[config.mk]
export PLATFORM = sky130hd
export DESIGN_NAME = tcc_top
export DESIGN_NICKNAME = d
export VERILOG_FILES = /design/src/logic/tcc_pkg.sv /design/src/logic/tcc_top.sv
export VERILOG_INCLUDE_DIRS = /design/src /design/src/logic
export SDC_FILE = /design/constraint.sdc
export NUM_CORES = 1
export LEC_CHECK = 0
export BUFFER_PORTS_ARGS = -buffer_cell sky130_fd_sc_hd__buf_2
export CORE_MARGIN = 2
export CORE_UTILIZATION = 39
export DETAILED_ROUTE_END_ITERATION = 10
export GPL_ROUTABILITY_DRIVEN = 0
export PLACE_DENSITY = 0.54
export SETUP_SLACK_MARGIN = 0.4
export SYNTH_ARGS = -nofsm -noshare
export SYNTH_HDL_FRONTEND = slang
export SYNTH_SLANG_ARGS = --single-unit
export TNS_END_PERCENT = 20
[constraint.sdc]
create_clock -name core_clk_in -period 5.49 [get_ports core_clk_in]
set_clock_uncertainty 0.2 [all_clocks]
set_input_delay 0.2745 -clock core_clk_in [delete_from_list [all_inputs] [get_ports core_clk_in]]
set_output_delay 0.2745 -clock core_clk_in [all_outputs]
set_load 0.005 [all_outputs]
[src/logic/tcc_map.svh]
// Register offsets, field positions, mode masks and reset values
`ifndef TCC_MAP_SVH
`define TCC_MAP_SVH
`define TCC_ADR_CAP_LO   4'h0
`define TCC_ADR_CAP_HI   4'h1
`define TCC_ADR_CMPA_LO  4'h2
`define TCC_ADR_CMPA_HI  4'h3
`define TCC_ADR_CMPB_LO  4'h4
`define TCC_ADR_CMPB_HI  4'h5
`define TCC_ADR_CMPC_LO  4'h6
`define TCC_ADR_CMPC_HI  4'h7
`define TCC_ADR_CTRL     4'h8
`define TCC_ADR_MODE     4'h9
`define TCC_ADR_COM      4'hA
`define TCC_ADR_FLAGS    4'hB
`define TCC_ADR_INTEN    4'hC
`define TCC_ADR_FORCE    4'hD
`define TCC_CTRL_FILT    0
`define TCC_CTRL_RISE    1
`define TCC_CTRL_ACMP    2
`define TCC_FLAG_CAP     0
`define TCC_FLAG_CMP0    1
`define TCC_COM_NONE     2'h0
`define TCC_COM_TOGGLE   2'h1
`define TCC_COM_CLEAR    2'h2
`define TCC_COM_SET      2'h3
`define TCC_PWM_MASK     16'hCFEE
`define TCC_TOPUPD_MASK  16'h0C0E
`define TCC_ICRTOP_MASK  16'h5500
`define TCC_FILT_LEN     4
`define TCC_BYTE_ZERO    8'h00
`define TCC_WORD_ZERO    16'h0000
`endif

[src/logic/tcc_pkg.sv]
// Types shared by the capture/compare block
`default_nettype none
package tcc_pkg;
   typedef logic [3:0] tcc_mode_t;
   typedef logic [1:0] tcc_com_t;
   typedef struct packed {
      logic acmp_sel;
      logic rise;
      logic filt_en;
   } tcc_cap_cfg_s;
   typedef struct packed {
      logic       read;
      logic       write;
      logic [3:0] address;
      logic [7:0] writedata;
   } tcc_bus_req_s;
endpackage : tcc_pkg
`default_nettype wire

[src/logic/tcc_top.sv]
// Input capture and output compare units of a 16-bit timer
//
// Implementation choices: the Avalon-MM register port and the register addresses.
`timescale 1ns/100ps
`default_nettype none
`include "tcc_map.svh"

module tcc_top #(
   parameter int NUM_CMP  = 3,
   parameter bit HAS_ACMP = 1'b1
) (
   input  wire logic               core_clk_in,
   input  wire logic               rstn_in,
   input  wire logic               ce_in,
   input  wire logic [3:0]         avs_address_in,
   input  wire logic               avs_read_in,
   input  wire logic               avs_write_in,
   input  wire logic [7:0]         avs_writedata_in,
   output logic [7:0]              avs_readdata_out,
   output logic                    avs_waitrequest_out,
   input  wire logic [15:0]        counter_value_in,
   input  wire logic               timer_tick_in,
   input  wire logic               counter_top_in,
   input  wire logic               counter_bottom_in,
   input  wire logic               counter_write_in,
   input  wire logic               capture_input_pin_in,
   input  wire logic               comparator_output_in,
   input  wire logic               capture_ack_in,
   input  wire logic [NUM_CMP-1:0] compare_ack_in,
   output logic                    capture_irq_out,
   output logic [NUM_CMP-1:0]      compare_irq_out,
   output logic [NUM_CMP-1:0]      compare_match_out,
   output logic [NUM_CMP-1:0]      compare_output_state_out,
   output logic [15:0]             compare_a_top_out,
   output logic [15:0]             capture_register_out,
   output logic [3:0]              waveform_mode_out
);

   // ----------------------------------------------------------------
   // Reset release
   // ----------------------------------------------------------------
   logic rst_meta_q;
   logic rst_sync_q;
   logic rst_n;

   always_ff @(posedge core_clk_in or negedge rstn_in) begin
      if (!rstn_in) begin
         rst_meta_q <= 1'b0;
         rst_sync_q <= 1'b0;
      end else begin
         rst_meta_q <= 1'b1;
         rst_sync_q <= rst_meta_q;
      end
   end
   assign rst_n = rst_sync_q;

   // ----------------------------------------------------------------
   // Bus slave: one wait cycle, then access completes
   // ----------------------------------------------------------------
   tcc_pkg::tcc_bus_req_s req;
   logic                  ack_q;
   logic                  acc;
   logic                  wr_acc;
   logic                  rd_acc;
   logic [7:0]            rdata_d;
   logic [7:0]            rdata_q;

   assign req.read      = avs_read_in;
   assign req.write     = avs_write_in;
   assign req.address   = avs_address_in;
   assign req.writedata = avs_writedata_in;

   assign acc    = ce_in && ack_q && (req.read || req.write);
   assign wr_acc = acc && req.write;
   assign rd_acc = acc && req.read;
   assign avs_waitrequest_out = (req.read || req.write) && !ack_q;
   assign avs_readdata_out    = rdata_q;

   always_ff @(posedge core_clk_in or negedge rst_n) begin
      if (!rst_n) begin
         ack_q <= 1'b0;
      end else if (ce_in) begin
         ack_q <= (req.read || req.write) && !ack_q;
      end
   end

   // ----------------------------------------------------------------
   // Control registers
   // ----------------------------------------------------------------
   tcc_pkg::tcc_cap_cfg_s     cfg_q;
   tcc_pkg::tcc_mode_t        mode_q;
   tcc_pkg::tcc_com_t [NUM_CMP-1:0] com_q;
   logic [NUM_CMP:0]          inten_q;
   logic [7:0]                temp_q;
   logic                      pwm_mode;
   logic                      top_upd;
   logic                      icr_top;
   logic                      load_tick;

   // Mode masks as named vectors, one bit per waveform mode
   localparam logic [15:0] PWM_MODES    = `TCC_PWM_MASK;
   localparam logic [15:0] TOPUPD_MODES = `TCC_TOPUPD_MASK;
   localparam logic [15:0] ICRTOP_MODES = `TCC_ICRTOP_MASK;

   assign pwm_mode  = PWM_MODES[mode_q];
   assign top_upd   = TOPUPD_MODES[mode_q];
   assign icr_top   = ICRTOP_MODES[mode_q];
   assign load_tick = timer_tick_in && (top_upd ? counter_top_in : counter_bottom_in);
   assign waveform_mode_out = mode_q;

   always_ff @(posedge core_clk_in or negedge rst_n) begin
      if (!rst_n) begin
         cfg_q   <= '0;
         mode_q  <= '0;
         com_q   <= '0;
         inten_q <= '0;
      end else if (wr_acc) begin
         case (req.address)
            `TCC_ADR_CTRL: begin
               cfg_q.filt_en  <= req.writedata[`TCC_CTRL_FILT];
               cfg_q.rise     <= req.writedata[`TCC_CTRL_RISE];
               cfg_q.acmp_sel <= HAS_ACMP && req.writedata[`TCC_CTRL_ACMP];
            end
            `TCC_ADR_MODE:  mode_q  <= req.writedata[3:0];
            `TCC_ADR_COM:   com_q   <= req.writedata[2*NUM_CMP-1:0];
            `TCC_ADR_INTEN: inten_q <= req.writedata[NUM_CMP:0];
            default: ;
         endcase
      end
   end

   // Shared high-byte holding register
   always_ff @(posedge core_clk_in or negedge rst_n) begin
      if (!rst_n) begin
         temp_q <= `TCC_BYTE_ZERO;
      end else if (rd_acc && req.address == `TCC_ADR_CAP_LO) begin
         temp_q <= capture_register_out[15:8];
      end else if (wr_acc && (req.address == `TCC_ADR_CAP_HI
                              || req.address == `TCC_ADR_CMPA_HI
                              || req.address == `TCC_ADR_CMPB_HI
                              || req.address == `TCC_ADR_CMPC_HI)) begin
         temp_q <= req.writedata;
      end
   end

   // ----------------------------------------------------------------
   // Capture trigger, filter and edge detector
   // ----------------------------------------------------------------
   logic                     trig_src;
   logic [`TCC_FILT_LEN-1:0] samp_q;
   logic                     filt_q;
   logic                     det_in;
   logic                     det_prev_q;
   logic                     cap_edge;
   logic                     cap_evt;
   logic                     cap_flag_q;
   logic                     cap_w1c;

   assign trig_src = cfg_q.acmp_sel ? comparator_output_in : capture_input_pin_in;

   always_ff @(posedge core_clk_in or negedge rst_n) begin
      if (!rst_n) begin
         samp_q <= '0;
         filt_q <= 1'b0;
      end else if (ce_in) begin
         samp_q <= {samp_q[`TCC_FILT_LEN-2:0], trig_src};
         if (&samp_q == 1'b1 || |samp_q == 1'b0) begin
            filt_q <= samp_q[0];
         end
      end
   end

   assign det_in   = cfg_q.filt_en ? filt_q : samp_q[0];
   assign cap_edge = cfg_q.rise ? (det_in && !det_prev_q) : (!det_in && det_prev_q);
   assign cap_evt  = cap_edge && !icr_top;

   always_ff @(posedge core_clk_in or negedge rst_n) begin
      if (!rst_n) begin
         det_prev_q <= 1'b0;
      end else if (ce_in) begin
         det_prev_q <= det_in;
      end
   end

   // Capture register: capture wins over a software write
   always_ff @(posedge core_clk_in or negedge rst_n) begin
      if (!rst_n) begin
         capture_register_out <= `TCC_WORD_ZERO;
      end else if (ce_in && cap_evt) begin
         capture_register_out <= counter_value_in;
      end else if (wr_acc && req.address == `TCC_ADR_CAP_LO && icr_top) begin
         capture_register_out <= {temp_q, req.writedata};
      end
   end

   assign cap_w1c = wr_acc && req.address == `TCC_ADR_FLAGS
                    && req.writedata[`TCC_FLAG_CAP];

   always_ff @(posedge core_clk_in or negedge rst_n) begin
      if (!rst_n) begin
         cap_flag_q <= 1'b0;
      end else if (ce_in) begin
         if (cap_evt) begin
            cap_flag_q <= 1'b1;
         end else if (cap_w1c || capture_ack_in) begin
            cap_flag_q <= 1'b0;
         end
      end
   end

   assign capture_irq_out = cap_flag_q && inten_q[`TCC_FLAG_CAP];

   // ----------------------------------------------------------------
   // Match blocking after a counter write
   // ----------------------------------------------------------------
   logic block_q;

   always_ff @(posedge core_clk_in or negedge rst_n) begin
      if (!rst_n) begin
         block_q <= 1'b0;
      end else if (ce_in) begin
         if (counter_write_in) begin
            block_q <= 1'b1;
         end else if (timer_tick_in) begin
            block_q <= 1'b0;
         end
      end
   end

   // ----------------------------------------------------------------
   // Compare units
   // ----------------------------------------------------------------
   logic [NUM_CMP-1:0][15:0] ocr_q;
   logic [NUM_CMP-1:0][15:0] buf_q;
   logic [NUM_CMP-1:0]       cmp_flag_q;
   logic [NUM_CMP-1:0]       oc_q;

   genvar g;
   generate
      for (g = 0; g < NUM_CMP; g++) begin : g_cmp
         logic       wr_lo;
         logic       w1c;
         logic       hit;
         logic       force_hit;
         logic       act;
         logic [15:0] wval;

         assign wr_lo = wr_acc && req.address == 4'(`TCC_ADR_CMPA_LO + 2 * g);
         assign wval  = {temp_q, req.writedata};
         assign w1c   = wr_acc && req.address == `TCC_ADR_FLAGS
                        && req.writedata[`TCC_FLAG_CMP0 + g];
         assign hit   = timer_tick_in && !block_q
                        && counter_value_in == ocr_q[g];
         assign force_hit = wr_acc && req.address == `TCC_ADR_FORCE
                            && req.writedata[g] && !pwm_mode;
         assign act   = ce_in && (hit || force_hit);
         assign compare_match_out[g] = ce_in && hit;

         always_ff @(posedge core_clk_in or negedge rst_n) begin
            if (!rst_n) begin
               buf_q[g] <= `TCC_WORD_ZERO;
            end else if (wr_lo && pwm_mode) begin
               buf_q[g] <= wval;
            end
         end

         always_ff @(posedge core_clk_in or negedge rst_n) begin
            if (!rst_n) begin
               ocr_q[g] <= `TCC_WORD_ZERO;
            end else if (wr_lo && !pwm_mode) begin
               ocr_q[g] <= wval;
            end else if (ce_in && pwm_mode && load_tick) begin
               ocr_q[g] <= buf_q[g];
            end
         end

         always_ff @(posedge core_clk_in or negedge rst_n) begin
            if (!rst_n) begin
               cmp_flag_q[g] <= 1'b0;
            end else if (ce_in) begin
               if (hit) begin
                  cmp_flag_q[g] <= 1'b1;
               end else if (w1c || compare_ack_in[g]) begin
                  cmp_flag_q[g] <= 1'b0;
               end
            end
         end

         // Output state; mode changes never touch it
         always_ff @(posedge core_clk_in or negedge rst_n) begin
            if (!rst_n) begin
               oc_q[g] <= 1'b0;
            end else if (act && !pwm_mode) begin
               case (com_q[g])
                  `TCC_COM_TOGGLE: oc_q[g] <= !oc_q[g];
                  `TCC_COM_CLEAR:  oc_q[g] <= 1'b0;
                  `TCC_COM_SET:    oc_q[g] <= 1'b1;
                  default:         oc_q[g] <= oc_q[g];
               endcase
            end else if (ce_in && pwm_mode) begin
               if (hit) begin
                  case (com_q[g])
                     `TCC_COM_CLEAR: oc_q[g] <= 1'b0;
                     `TCC_COM_SET:   oc_q[g] <= 1'b1;
                     default:        oc_q[g] <= oc_q[g];
                  endcase
               end else if (timer_tick_in && counter_bottom_in) begin
                  case (com_q[g])
                     `TCC_COM_CLEAR: oc_q[g] <= 1'b1;
                     `TCC_COM_SET:   oc_q[g] <= 1'b0;
                     default:        oc_q[g] <= oc_q[g];
                  endcase
               end
            end
         end

         assign compare_irq_out[g] = cmp_flag_q[g] && inten_q[`TCC_FLAG_CMP0 + g];
      end
   endgenerate

   assign compare_output_state_out = oc_q;
   assign compare_a_top_out        = ocr_q[0];

   // ----------------------------------------------------------------
   // Read data
   // ----------------------------------------------------------------
   logic [15:0] cmp_view;
   logic        cmp_rd;
   int unsigned cidx;

   always_comb begin
      cmp_rd   = req.address >= `TCC_ADR_CMPA_LO && req.address <= `TCC_ADR_CMPC_HI;
      cidx     = 32'(req.address - `TCC_ADR_CMPA_LO) >> 1;
      cmp_view = `TCC_WORD_ZERO;
      if (cmp_rd && cidx < NUM_CMP) begin
         cmp_view = pwm_mode ? buf_q[cidx] : ocr_q[cidx];
      end
      rdata_d = `TCC_BYTE_ZERO;
      case (req.address)
         `TCC_ADR_CAP_LO: rdata_d = capture_register_out[7:0];
         `TCC_ADR_CAP_HI: rdata_d = temp_q;
         `TCC_ADR_CTRL:   rdata_d = 8'({cfg_q.acmp_sel, cfg_q.rise, cfg_q.filt_en});
         `TCC_ADR_MODE:   rdata_d = 8'(mode_q);
         `TCC_ADR_COM:    rdata_d = 8'(com_q);
         `TCC_ADR_FLAGS:  rdata_d = 8'({cmp_flag_q, cap_flag_q});
         `TCC_ADR_INTEN:  rdata_d = 8'(inten_q);
         default: begin
            if (cmp_rd) begin
               rdata_d = req.address[0] ? cmp_view[15:8] : cmp_view[7:0];
            end
         end
      endcase
   end

   always_ff @(posedge core_clk_in or negedge rst_n) begin
      if (!rst_n) begin
         rdata_q <= `TCC_BYTE_ZERO;
      end else if (ce_in && req.read && !ack_q) begin
         rdata_q <= rdata_d;
      end
   end

endmodule : tcc_top
`default_nettype wire

==> results_dict.tcl, run 1 <==
set metrics [dict create \
    grt_overflow 0 \
    core_area_um2 22640 \
    fin_area_um2 10280 \
    clk_latency_ns 0.44 \
    die_y_um 156.0 \
    p_leak_nw 4.704 \
    status "finished clean" \
    drt_iter0_drc 515 \
    ant_nets 0 \
    dpl_cell_area_um2 9537 \
    hold_path_end "ocr_q[36]" \
    synth.most_common_cell "dfrtp_1" \
    area_delta_synth_final_pct 14.13 \
    power_w 0.004469 \
    antenna_found_initial 0 \
    powerDensity_nw_per_um2 434.7 \
    port_buffers 97 \
    critPathLaunchType "flip-flop" \
    ys_seq_elements 162 \
    netlist_instances 867 \
    totalWireLength_mm 30.42 \
    firstDrtPassIters 5 \
    ys_warn_count 0 \
    synth_edf_count 0 \
    rows 55 \
    fmax_mhz 327.0 \
    syn_avg_cell_area_um2 10.39 \
    r2r-start "waveform_mode_out[0]" \
    drive_gt1_share_pct 25.50 \
    initial_core_util_pct 39.78 \
    cts_tree "yes" \
    synthDistinctLibCells 63 \
    holdWs_ns 0.02368 \
    post-route-period-util_pct 55.70 \
    fin_nets 977 \
    r2r-end "compare_a_top_out[8]" \
    wirelength_met1_mm 13.58 \
    cap_violations 0 \
    clk_pin_slew_worst_paths_ns 0.07 \
    drv_slew 0 \
    reg2reg_depth 6 \
    grt_usage_pct 25.42 \
    synth_area_um2 9007 \
    arrival_ns 3.14 \
    die_w_um 156.0 \
    min_path_cells 3 \
    cts_buffers 17 \
    slew_headroom_pct 19.44 \
    timing.setup.tns_ns 0 \
    clock_path_buffers 2 \
    grt_max_degree 92 \
    final.min_clock_period_ns 3.058 \
    synthFlopType "dfrtp_1" \
    topRoutingLayerUsed "met4" \
    hold_class "input port to flip-flop" \
    synth_nets 912 \
    hold_viol 0 \
    post_drt_via_cell_ratio 5.791 \
    synth_common_cells "dfrtp_1, nand2_1, mux2_2" \
    grt_pass1_wl_mm 45.44 \
    finalWorstSetupSlack_ns 2.432 \
    met2_length_mm 13.98 \
    htreeDepth 4 \
    io_pins 98 \
    seq_area_frac_synth_pct 45.01 \
    cts_resized 0 \
    min-delay-start "avs_writedata_in[4]" \
    route.met3.wl_mm 1.818 \
    critical_path_class "flip-flop to flip-flop" \
    crit_path_end_kind "flip-flop" \
    worst_slew_pin_slew_ns 1.201 \
    post-place-ws_ns 2.166 \
    regToRegSetupSlack_ns 2.43 \
    crit_required_ns 5.57 \
    synth_area_leader_cell "dfrtp_1" \
    routedWlPerCell_um 24.73 \
    peakVddDrop_uv 181.0 \
    insertedDiodeCount 0 \
    clock_sinks 162 \
    dieArea_um2 24330 \
    rsz0062_at_grt "no" \
    yosysTopAreaCellShare_pct 45.01 \
    holdBufCountCts 14 \
    finalSetupViolCount 0 \
    crit_fanout 17 \
    vias 7123 \
    cts_root_buffer "clkbuf_16" \
    first_global_vias 6972 \
    dp_hpwl_mm 21.47 \
    synthTopCellsByArea "dfrtp_1, mux2_2, mux2i_1" \
    async_reset_ff_share_pct 100.0 \
    drc 0 \
    post_cts_buffers 0 \
]
==> critical path, stage by stage, from the launching register on <==
cell     delay [ns]
dfrtp_1        0.46
and2b_4        0.23
nor3_4         0.31
buf_4          0.34
nand4_1        0.62
o31ai_2        0.59
o21ai_0        0.16
==> flip-flops by register name, indices dropped and copies added, names as in the netlist, 4 cells and up <==
signal                cells
temp_q                    8
ocr_q                    32
compare_a_top_out        16
capture_register_out     16
waveform_mode_out         4
inten_q                   4
buf_q                    48
com_q                     6
avs_readdata_out          8
samp_q                    4
==> power breakdown <==
group,switching [W],internal [W],leakage (nW)
Clock,0.000548,0.000699,0.298
Combinational,0.000606,0.000582,2.30
Sequential,0.000514,0.00152,2.10
Total,0.00167,0.00280,4.70
==> per-stage QoR <==
| stage | instances | utilization [%] |
|---|---|---|
| 6_report | 1230 | 45.40 |
| 2_1_floorplan | 867 | - |
| 3_3_place_gp | 1184 | 42.12 |
| 5_1_grt | 1230 | 45.40 |
| 3_5_place_dp | 1184 | 42.12 |
| 4_1_cts | 1230 | 45.40 |
==> metal layers <==
metal / up-vias / track usage (%)
met2: 258 / 40.10
met1: 3553 / 35.36
met3: 53 / 4.028
li1: 3259 / -
met5: - / 0
met4: 0 / 9.436
==> cell usage in the layout, fill, tap and decap left out, drive strengths merged, types with 4 or more instances in the layout <==
cell type,count
o22a,6
a22oi,19
dfrtp,162
dlygate4sd3,14
mux2i,64
nor3,6
buf,109
nand2,92
mux2,90
o31ai,4
a21oi,23
a21o,4
o21ai,64
o211ai,16
o22ai,46
nor4,12
nor2,51
nand3,11
nand4,9
xor2,16
inv,21
xnor2,32
and2,6
clkbuf,18
==> area by class of cell <==
class | instances | area (µm²)
fill | 2189 | 12360
multi-input combinational | 616 | 4489
sequential | 162 | 4058
timing repair buffer | 123 | 728.2
clock buffer | 18 | 439.2
tap | 285 | 356.6
clock inverter | 14 | 163.9
inverter | 12 | 45.04
==> worst max path at each step <==
stage                          from                 endpoint  slack (ns)  cells past startpoint
3_3_place_gp      avs_address_in[1]  capture_register_out[2]        2.18                      7
3_5_place_dp      avs_address_in[1]  capture_register_out[6]        2.17                      7
4_1_cts        waveform_mode_out[0]     compare_a_top_out[8]        2.39                      6
2_1_floorplan                 rst_n                    ack_q        0.44                      0
5_1_grt        waveform_mode_out[0]     compare_a_top_out[4]        2.15                      7
6_report       waveform_mode_out[0]     compare_a_top_out[8]        2.43                      6
==> kinds of logic (layout without fill, tap and decap cells) <==
kind of cell | count (synthesis) | in the layout | synth area share [%]
buffers and inverters | 89 | 167 | 5.320
AOI/OAI and AO/OA | 200 | 200 | 13.99
adders and majority gates | 2 | 2 | 0.2778
DFF | 162 | 162 | 45.01
xor gates and xnor gates | 48 | 48 | 4.667
and+or+nand+nor | 208 | 208 | 11.50
muxes | 157 | 157 | 19.20
other | 1 | 1 | 0.04163
(Power assumes the default switching activity.)
==> run 2, diff against run 1 <==
==> constraint.sdc (replaced) <==
create_clock -name core_clk_in -period 3.17 [get_ports core_clk_in]
set_clock_uncertainty 0.2 [all_clocks]
set_input_delay 0.1585 -clock core_clk_in [delete_from_list [all_inputs] [get_ports core_clk_in]]
set_output_delay 0.1585 -clock core_clk_in [all_outputs]
set_load 0.005 [all_outputs]
==> results_dict.tcl, run 2 (same netlist as run 1, synthesis figures left out) <==
set metrics [dict create \
    status "finished clean" \
    fin_nets 1017 \
    multi_input_area_um2 4496 \
    grt_overflow 0 \
    routedWlPerCell_um 23.91 \
    ff_latch_area_um2 4058 \
    p_int_w 0.004907 \
    drc 0 \
    io_pins 98 \
    slew_headroom_pct 49.66 \
    insertedDiodeCount 0 \
    initial_core_util_pct 39.78 \
    swShare_pct 36.31 \
    cts_root_buffer "clkbuf_16" \
    worst_slew_pin_slew_ns 0.7544 \
    largest_reg_flops 48 \
    clock_sinks 162 \
    final_util_pct 47.10 \
    p_comb_share_pct 28.0 \
    power_switching_w 0.002797 \
    crit_fanout 3 \
    clockPowerShare_pct 27.2 \
    peakVddDrop_uv 362.1 \
    post_cts_buffers 0 \
    clock_path_buffers 2 \
    post-route-period-util_pct 84.40 \
    crit_required_ns 2.81 \
    firstDrtPassIters 5 \
    fill_cells 2163 \
    crit_path_end_kind "output port" \
    clk_pin_slew_worst_paths_ns 0.07 \
    finalSetupViolCount 0 \
    post_drt_via_cell_ratio 5.786 \
    layout_commonest_cell "dfrtp_1" \
    power_w 0.007703 \
    hold_viol 0 \
    p_leak_nw 4.886 \
    grt_pass1_wl_mm 46.04 \
    totalWireLength_mm 30.35 \
    powerDensity_nw_per_um2 722.4 \
    vias 7342 \
    dpl_cell_area_um2 9702 \
    rsz0062_at_grt "yes" \
    htreeDepth 4 \
    grt_usage_pct 25.70 \
    cts_tree "yes" \
    clk_latency_ns 0.44 \
    cap_violations 0 \
    antenna_found_initial 0 \
    arrival_ns 2.32 \
    seqPwrFrac_pct 44.8 \
    drv_slew 0 \
    dieArea_um2 24330 \
    hold_class "input port to flip-flop" \
    cts_buffers 17 \
    fmax_mhz 373.8 \
    reg_top3 "buf_q x48, ocr_q x32" \
    critPathLaunchType "flip-flop" \
    fin_area_um2 10660 \
    first_global_vias 7084 \
    grt_max_degree 63 \
    largest_register "buf_q" \
    holdWs_ns 0.05252 \
    ant_nets 0 \
    core_area_um2 22640 \
    port_buffers 97 \
    drt_iter0_drc 585 \
    rows 55 \
    final.min_clock_period_ns 2.675 \
    area_delta_synth_final_pct 18.38 \
    die_w_um 156.0 \
    drive_gt1_share_pct 26.12 \
    critical_path_class "flip-flop to output port" \
    die_y_um 156.0 \
    dp_hpwl_mm 21.33 \
    layout_common_cells "dfrtp_1, buf_2, nand2_1" \
    timing.setup.tns_ns 0 \
]
==> run 2: cell types whose count changed in the layout (fill, tap and decap cells not counted), sizes merged <==
| cell | before | now |
|---|---|---|
| clkinvlp | 1 | 3 |
| clkbuf | 18 | 20 |
| buf | 109 | 126 |
| dlygate4sd3 | 14 | 37 |
| clkinv | 2 | 4 |
| inv | 21 | 14 |
==> run 2: power groups by stage <==
| stage | sequential, W | combinational (W) | clock, W |
|---|---|---|---|
| after floorplan | 0.00309 | 0.00162 | 0 |
| after global placement | 0.00349 | 0.00209 | 0 |
| after detailed placement | 0.00348 | 0.00212 | 0 |
| after CTS | 0.00344 | 0.00216 | 0.00212 |
| after global routing | 0.00352 | 0.00237 | 0.00222 |
| final | 0.00345 | 0.00216 | 0.00209 |
==> run 2: final timing paths <==
| path | cells after the start | slack, ns | from | to |
|---|---|---|---|---|
| worst max register to register | 7 | 0.53 | ack_q | cmp_flag_q[0] |
| min in group asynchronous | 0 | 0.15 | rst_n | compare_a_top_out[3] |
| max in group asynchronous | 1 | 1.76 | rst_n | waveform_mode_out[2] |
| worst min-delay path | 3 | 0.05 | ce_in | samp_q[0] |
| worst min register to register | 0 | 0.15 | rst_n | compare_a_top_out[3] |
| worst max-delay path | 6 | 0.49 | ocr_q[47] | compare_match_out[2] |
==> run 2: routing by layer <==
metal	global-route usage (%)	up-vias	wire [µm]
met5	0	-	0
met4	7.427	0	532
met3	4.167	37	1604
met2	41.49	272	14320
met1	35.77	3687	13890
li1	-	3346	-
==> run 2: final cells by class <==
cell class                 instances  area share (%)
multi-input combinational        616           42.16
inverter                          12          0.4224
clock buffer                      20           4.283
tap                              285           3.344
sequential                       162           38.05
clock inverter                    11           1.197
timing repair buffer             163           10.54
==> run 2: repair_timing <==
item                                    in CTS  in global routing
hold endpoints to repair                    56                  0
resized for setup                            0                  1
endpoints found under the setup margin       0                  2
hold buffers                                37                  0
==> run 2: through the flow <==
step                      worst slack (ns)  instances
after global placement              0.6466       1201
after global routing                0.3750       1269
after detailed placement            0.6562       1201
after CTS                           0.4624       1269
final                               0.4946       1269
after floorplan                     0.8980        867
==> run 2: worst max-delay path, cell delays in order, from the launching register on <==
cell and delay, ns:
dfrtp_1 0.42, xor2_1 0.18, nor4_1 0.31, nand2_1 0.17, or4_1 0.57, nor2_1 0.11
buf_2 0.12
==> run 3, diff against run 2 <==
--- a/config.mk
+++ b/config.mk
@@ -11,7 +11,7 @@
 export CORE_UTILIZATION = 39
 export DETAILED_ROUTE_END_ITERATION = 10
 export GPL_ROUTABILITY_DRIVEN = 0
-export PLACE_DENSITY = 0.54
+export PLACE_DENSITY = 0.56
 export SETUP_SLACK_MARGIN = 0.4
 export SYNTH_ARGS = -nofsm -noshare
 export SYNTH_HDL_FRONTEND = slang
==> constraint.sdc (replaced) <==
create_clock -name core_clk_in -period 2.29 [get_ports core_clk_in]
set_clock_uncertainty 0.2 [all_clocks]
set_input_delay 0.1145 -clock core_clk_in [delete_from_list [all_inputs] [get_ports core_clk_in]]
set_output_delay 0.1145 -clock core_clk_in [all_outputs]
set_load 0.005 [all_outputs]
==> results_dict.tcl, run 3 (same netlist as run 1, synthesis figures left out) <==
set metrics [dict create \
    status "finished, violations left" \
    violations "setup timing" \
    cts_buffers 17 \
    first_global_vias 8148 \
    cap_violations 0 \
    post_drt_via_cell_ratio 5.918 \
    crit_path_end_kind "output port" \
    crit_fanout 3 \
    drt_iter0_drc 670 \
    cts_tree "yes" \
    fin_area_um2 12720 \
    grt_usage_pct 29.12 \
    r2r-start "ocr_q[40]" \
    finalSetupViolCount 16 \
    peakVddDrop_uv 516.1 \
    core_area_um2 22640 \
    rows 55 \
    grt_max_degree 50 \
    min_path_cells 5 \
    cts_root_buffer "clkbuf_16" \
    firstDrtPassIters 5 \
    regToRegSetupSlack_ns -0.19 \
    min-delay-start "counter_value_in[8]" \
    post-place-ws_ns -0.1417 \
    grt_pass1_wl_mm 51.81 \
    clock_path_buffers 2 \
    topRoutingLayerUsed "met4" \
    dieArea_um2 24330 \
    hold_viol 0 \
    drv_slew 0 \
    route.met3.wl_mm 2.690 \
    largest_reg_flops 48 \
    dp_hpwl_mm 22.44 \
    io_pins 98 \
    clk_latency_ns 0.45 \
    r2r-end "compare_output_state_out[2]" \
    clock_sinks 162 \
    critPathLaunchType "flip-flop" \
    area_delta_synth_final_pct 41.23 \
    ant_nets 0 \
    fin_nets 1137 \
    hold_path_end "capture_register_out[8]" \
    final.min_clock_period_ns 2.561 \
    hold_class "input port to flip-flop" \
    drc 0 \
    startpoint "ocr_q[40]" \
    fill_cells 1909 \
    powerDensity_nw_per_um2 973.7 \
    totalWireLength_mm 35.44 \
    p_leak_nw 5.845 \
    finalWorstSetupSlack_ns -0.2705 \
    rsz0062_at_grt "yes" \
    largest_register "buf_q" \
    initial_core_util_pct 39.78 \
    wirelength_met1_mm 14.76 \
    die_y_um 156.0 \
    met2_length_mm 16.50 \
    layoutNonFillerInstCount 1391 \
    vias 8232 \
    drive_gt1_share_pct 43.53 \
    grt_overflow 0 \
    layout_commonest_cell "dfrtp_1" \
    layout_common_cells "dfrtp_1, buf_4, buf_2" \
    clk_pin_slew_worst_paths_ns 0.07 \
    htreeDepth 4 \
    reg2reg_depth 6 \
    antenna_found_initial 1 \
    slew_headroom_pct 56.50 \
    worst_slew_pin_slew_ns 0.6524 \
    routedWlPerCell_um 25.48 \
    crit_required_ns 1.98 \
    post-route-period-util_pct 111.8 \
    die_w_um 156.0 \
    arrival_ns 2.25 \
    reg_top3 "buf_q x48, ocr_q x32" \
    dpl_cell_area_um2 10480 \
    placedCellCount 1290 \
    critical_path_class "flip-flop to output port" \
    fmax_mhz 390.5 \
    port_buffers 97 \
]
run 3: cell count changes in the layout (fill, tap and decap cells not counted), sizes merged:
| cell | before | now |
|---|---|---|
| buf | 126 | 242 |
| inv | 14 | 17 |
| diode | 0 | 1 |
| clkbuf | 20 | 23 |
| clkinv | 4 | 1 |
| nor2 | 51 | 52 |
| bufinv | 2 | 3 |
run 3: worst max-delay path, cell delays in order, from the launching register on:
cell and delay [ns]:
dfrtp_1 0.39, xor2_1 0.19, nor4_2 0.32, nand2_1 0.21
or4_4 0.48, nor2_2 0.09, buf_2 0.12
run 3: cell type report:
cell class	count	area (µm²)	share of cell area (%)
clock inverters	12	168.9	1.328
repair buffers	282	2461	19.35
clock buffers	20	446.7	3.511
well taps	285	356.6	2.803
flip-flops and latches	162	4064	31.95
inverters	12	48.80	0.3836
diodes	1	2.502	0.01967
multi-input cells	617	5172	40.66
run 3: worst max path at each step:
stage | to | slack [ns] | cells past startpoint
detailed placement | compare_output_state_out[1] | -0.14 | 7
global placement | compare_output_state_out[1] | -0.11 | 7
floorplan | buf_q[10] | 0.02 | 6
global route | compare_match_out[2] | -0.35 | 6
CTS | compare_match_out[2] | -0.15 | 6
finish | compare_match_out[2] | -0.27 | 6
run 3: metal layers:
layer	vias up	track usage (%)
li1	3582	-
met1	4138	37.78
met2	424	46.73
met3	88	6.250
met4	0	13.41
met5	-	0
run 3: through the flow:
| step | total power, W | TNS, ns | hold WS [ns] | util, % |
|---|---|---|---|---|
| floorplan | 0.006517 | 0 | -0.3811 | - |
| global placement | 0.008210 | -0.4116 | -0.2990 | 46.30 |
| detailed placement | 0.008262 | -0.8696 | -0.2975 | 46.30 |
| CTS | 0.01211 | -0.6204 | 0.01819 | 54.37 |
| global route | 0.01288 | -3.067 | 0.05578 | 56.18 |
| finish | 0.01239 | -1.319 | 0.04002 | 56.19 |
run 3: timing repair:
item,in CTS,in global routing
buffers inserted,11,7
hold buffers,37,0
endpoints found under the setup margin,135,136
gates cloned,10,3
pin swaps,78,49
resized for setup,141,64
hold endpoints to repair,66,0
run 3: where the power goes:
| group | internal, W | leakage [nW] | switching [W] |
|---|---|---|---|
| registers | 0.00366 | 2.10 | 0.00104 |
| clock network | 0.00177 | 0.295 | 0.00133 |
| logic | 0.00244 | 3.45 | 0.00214 |
| total | 0.00787 | 5.84 | 0.00451 |
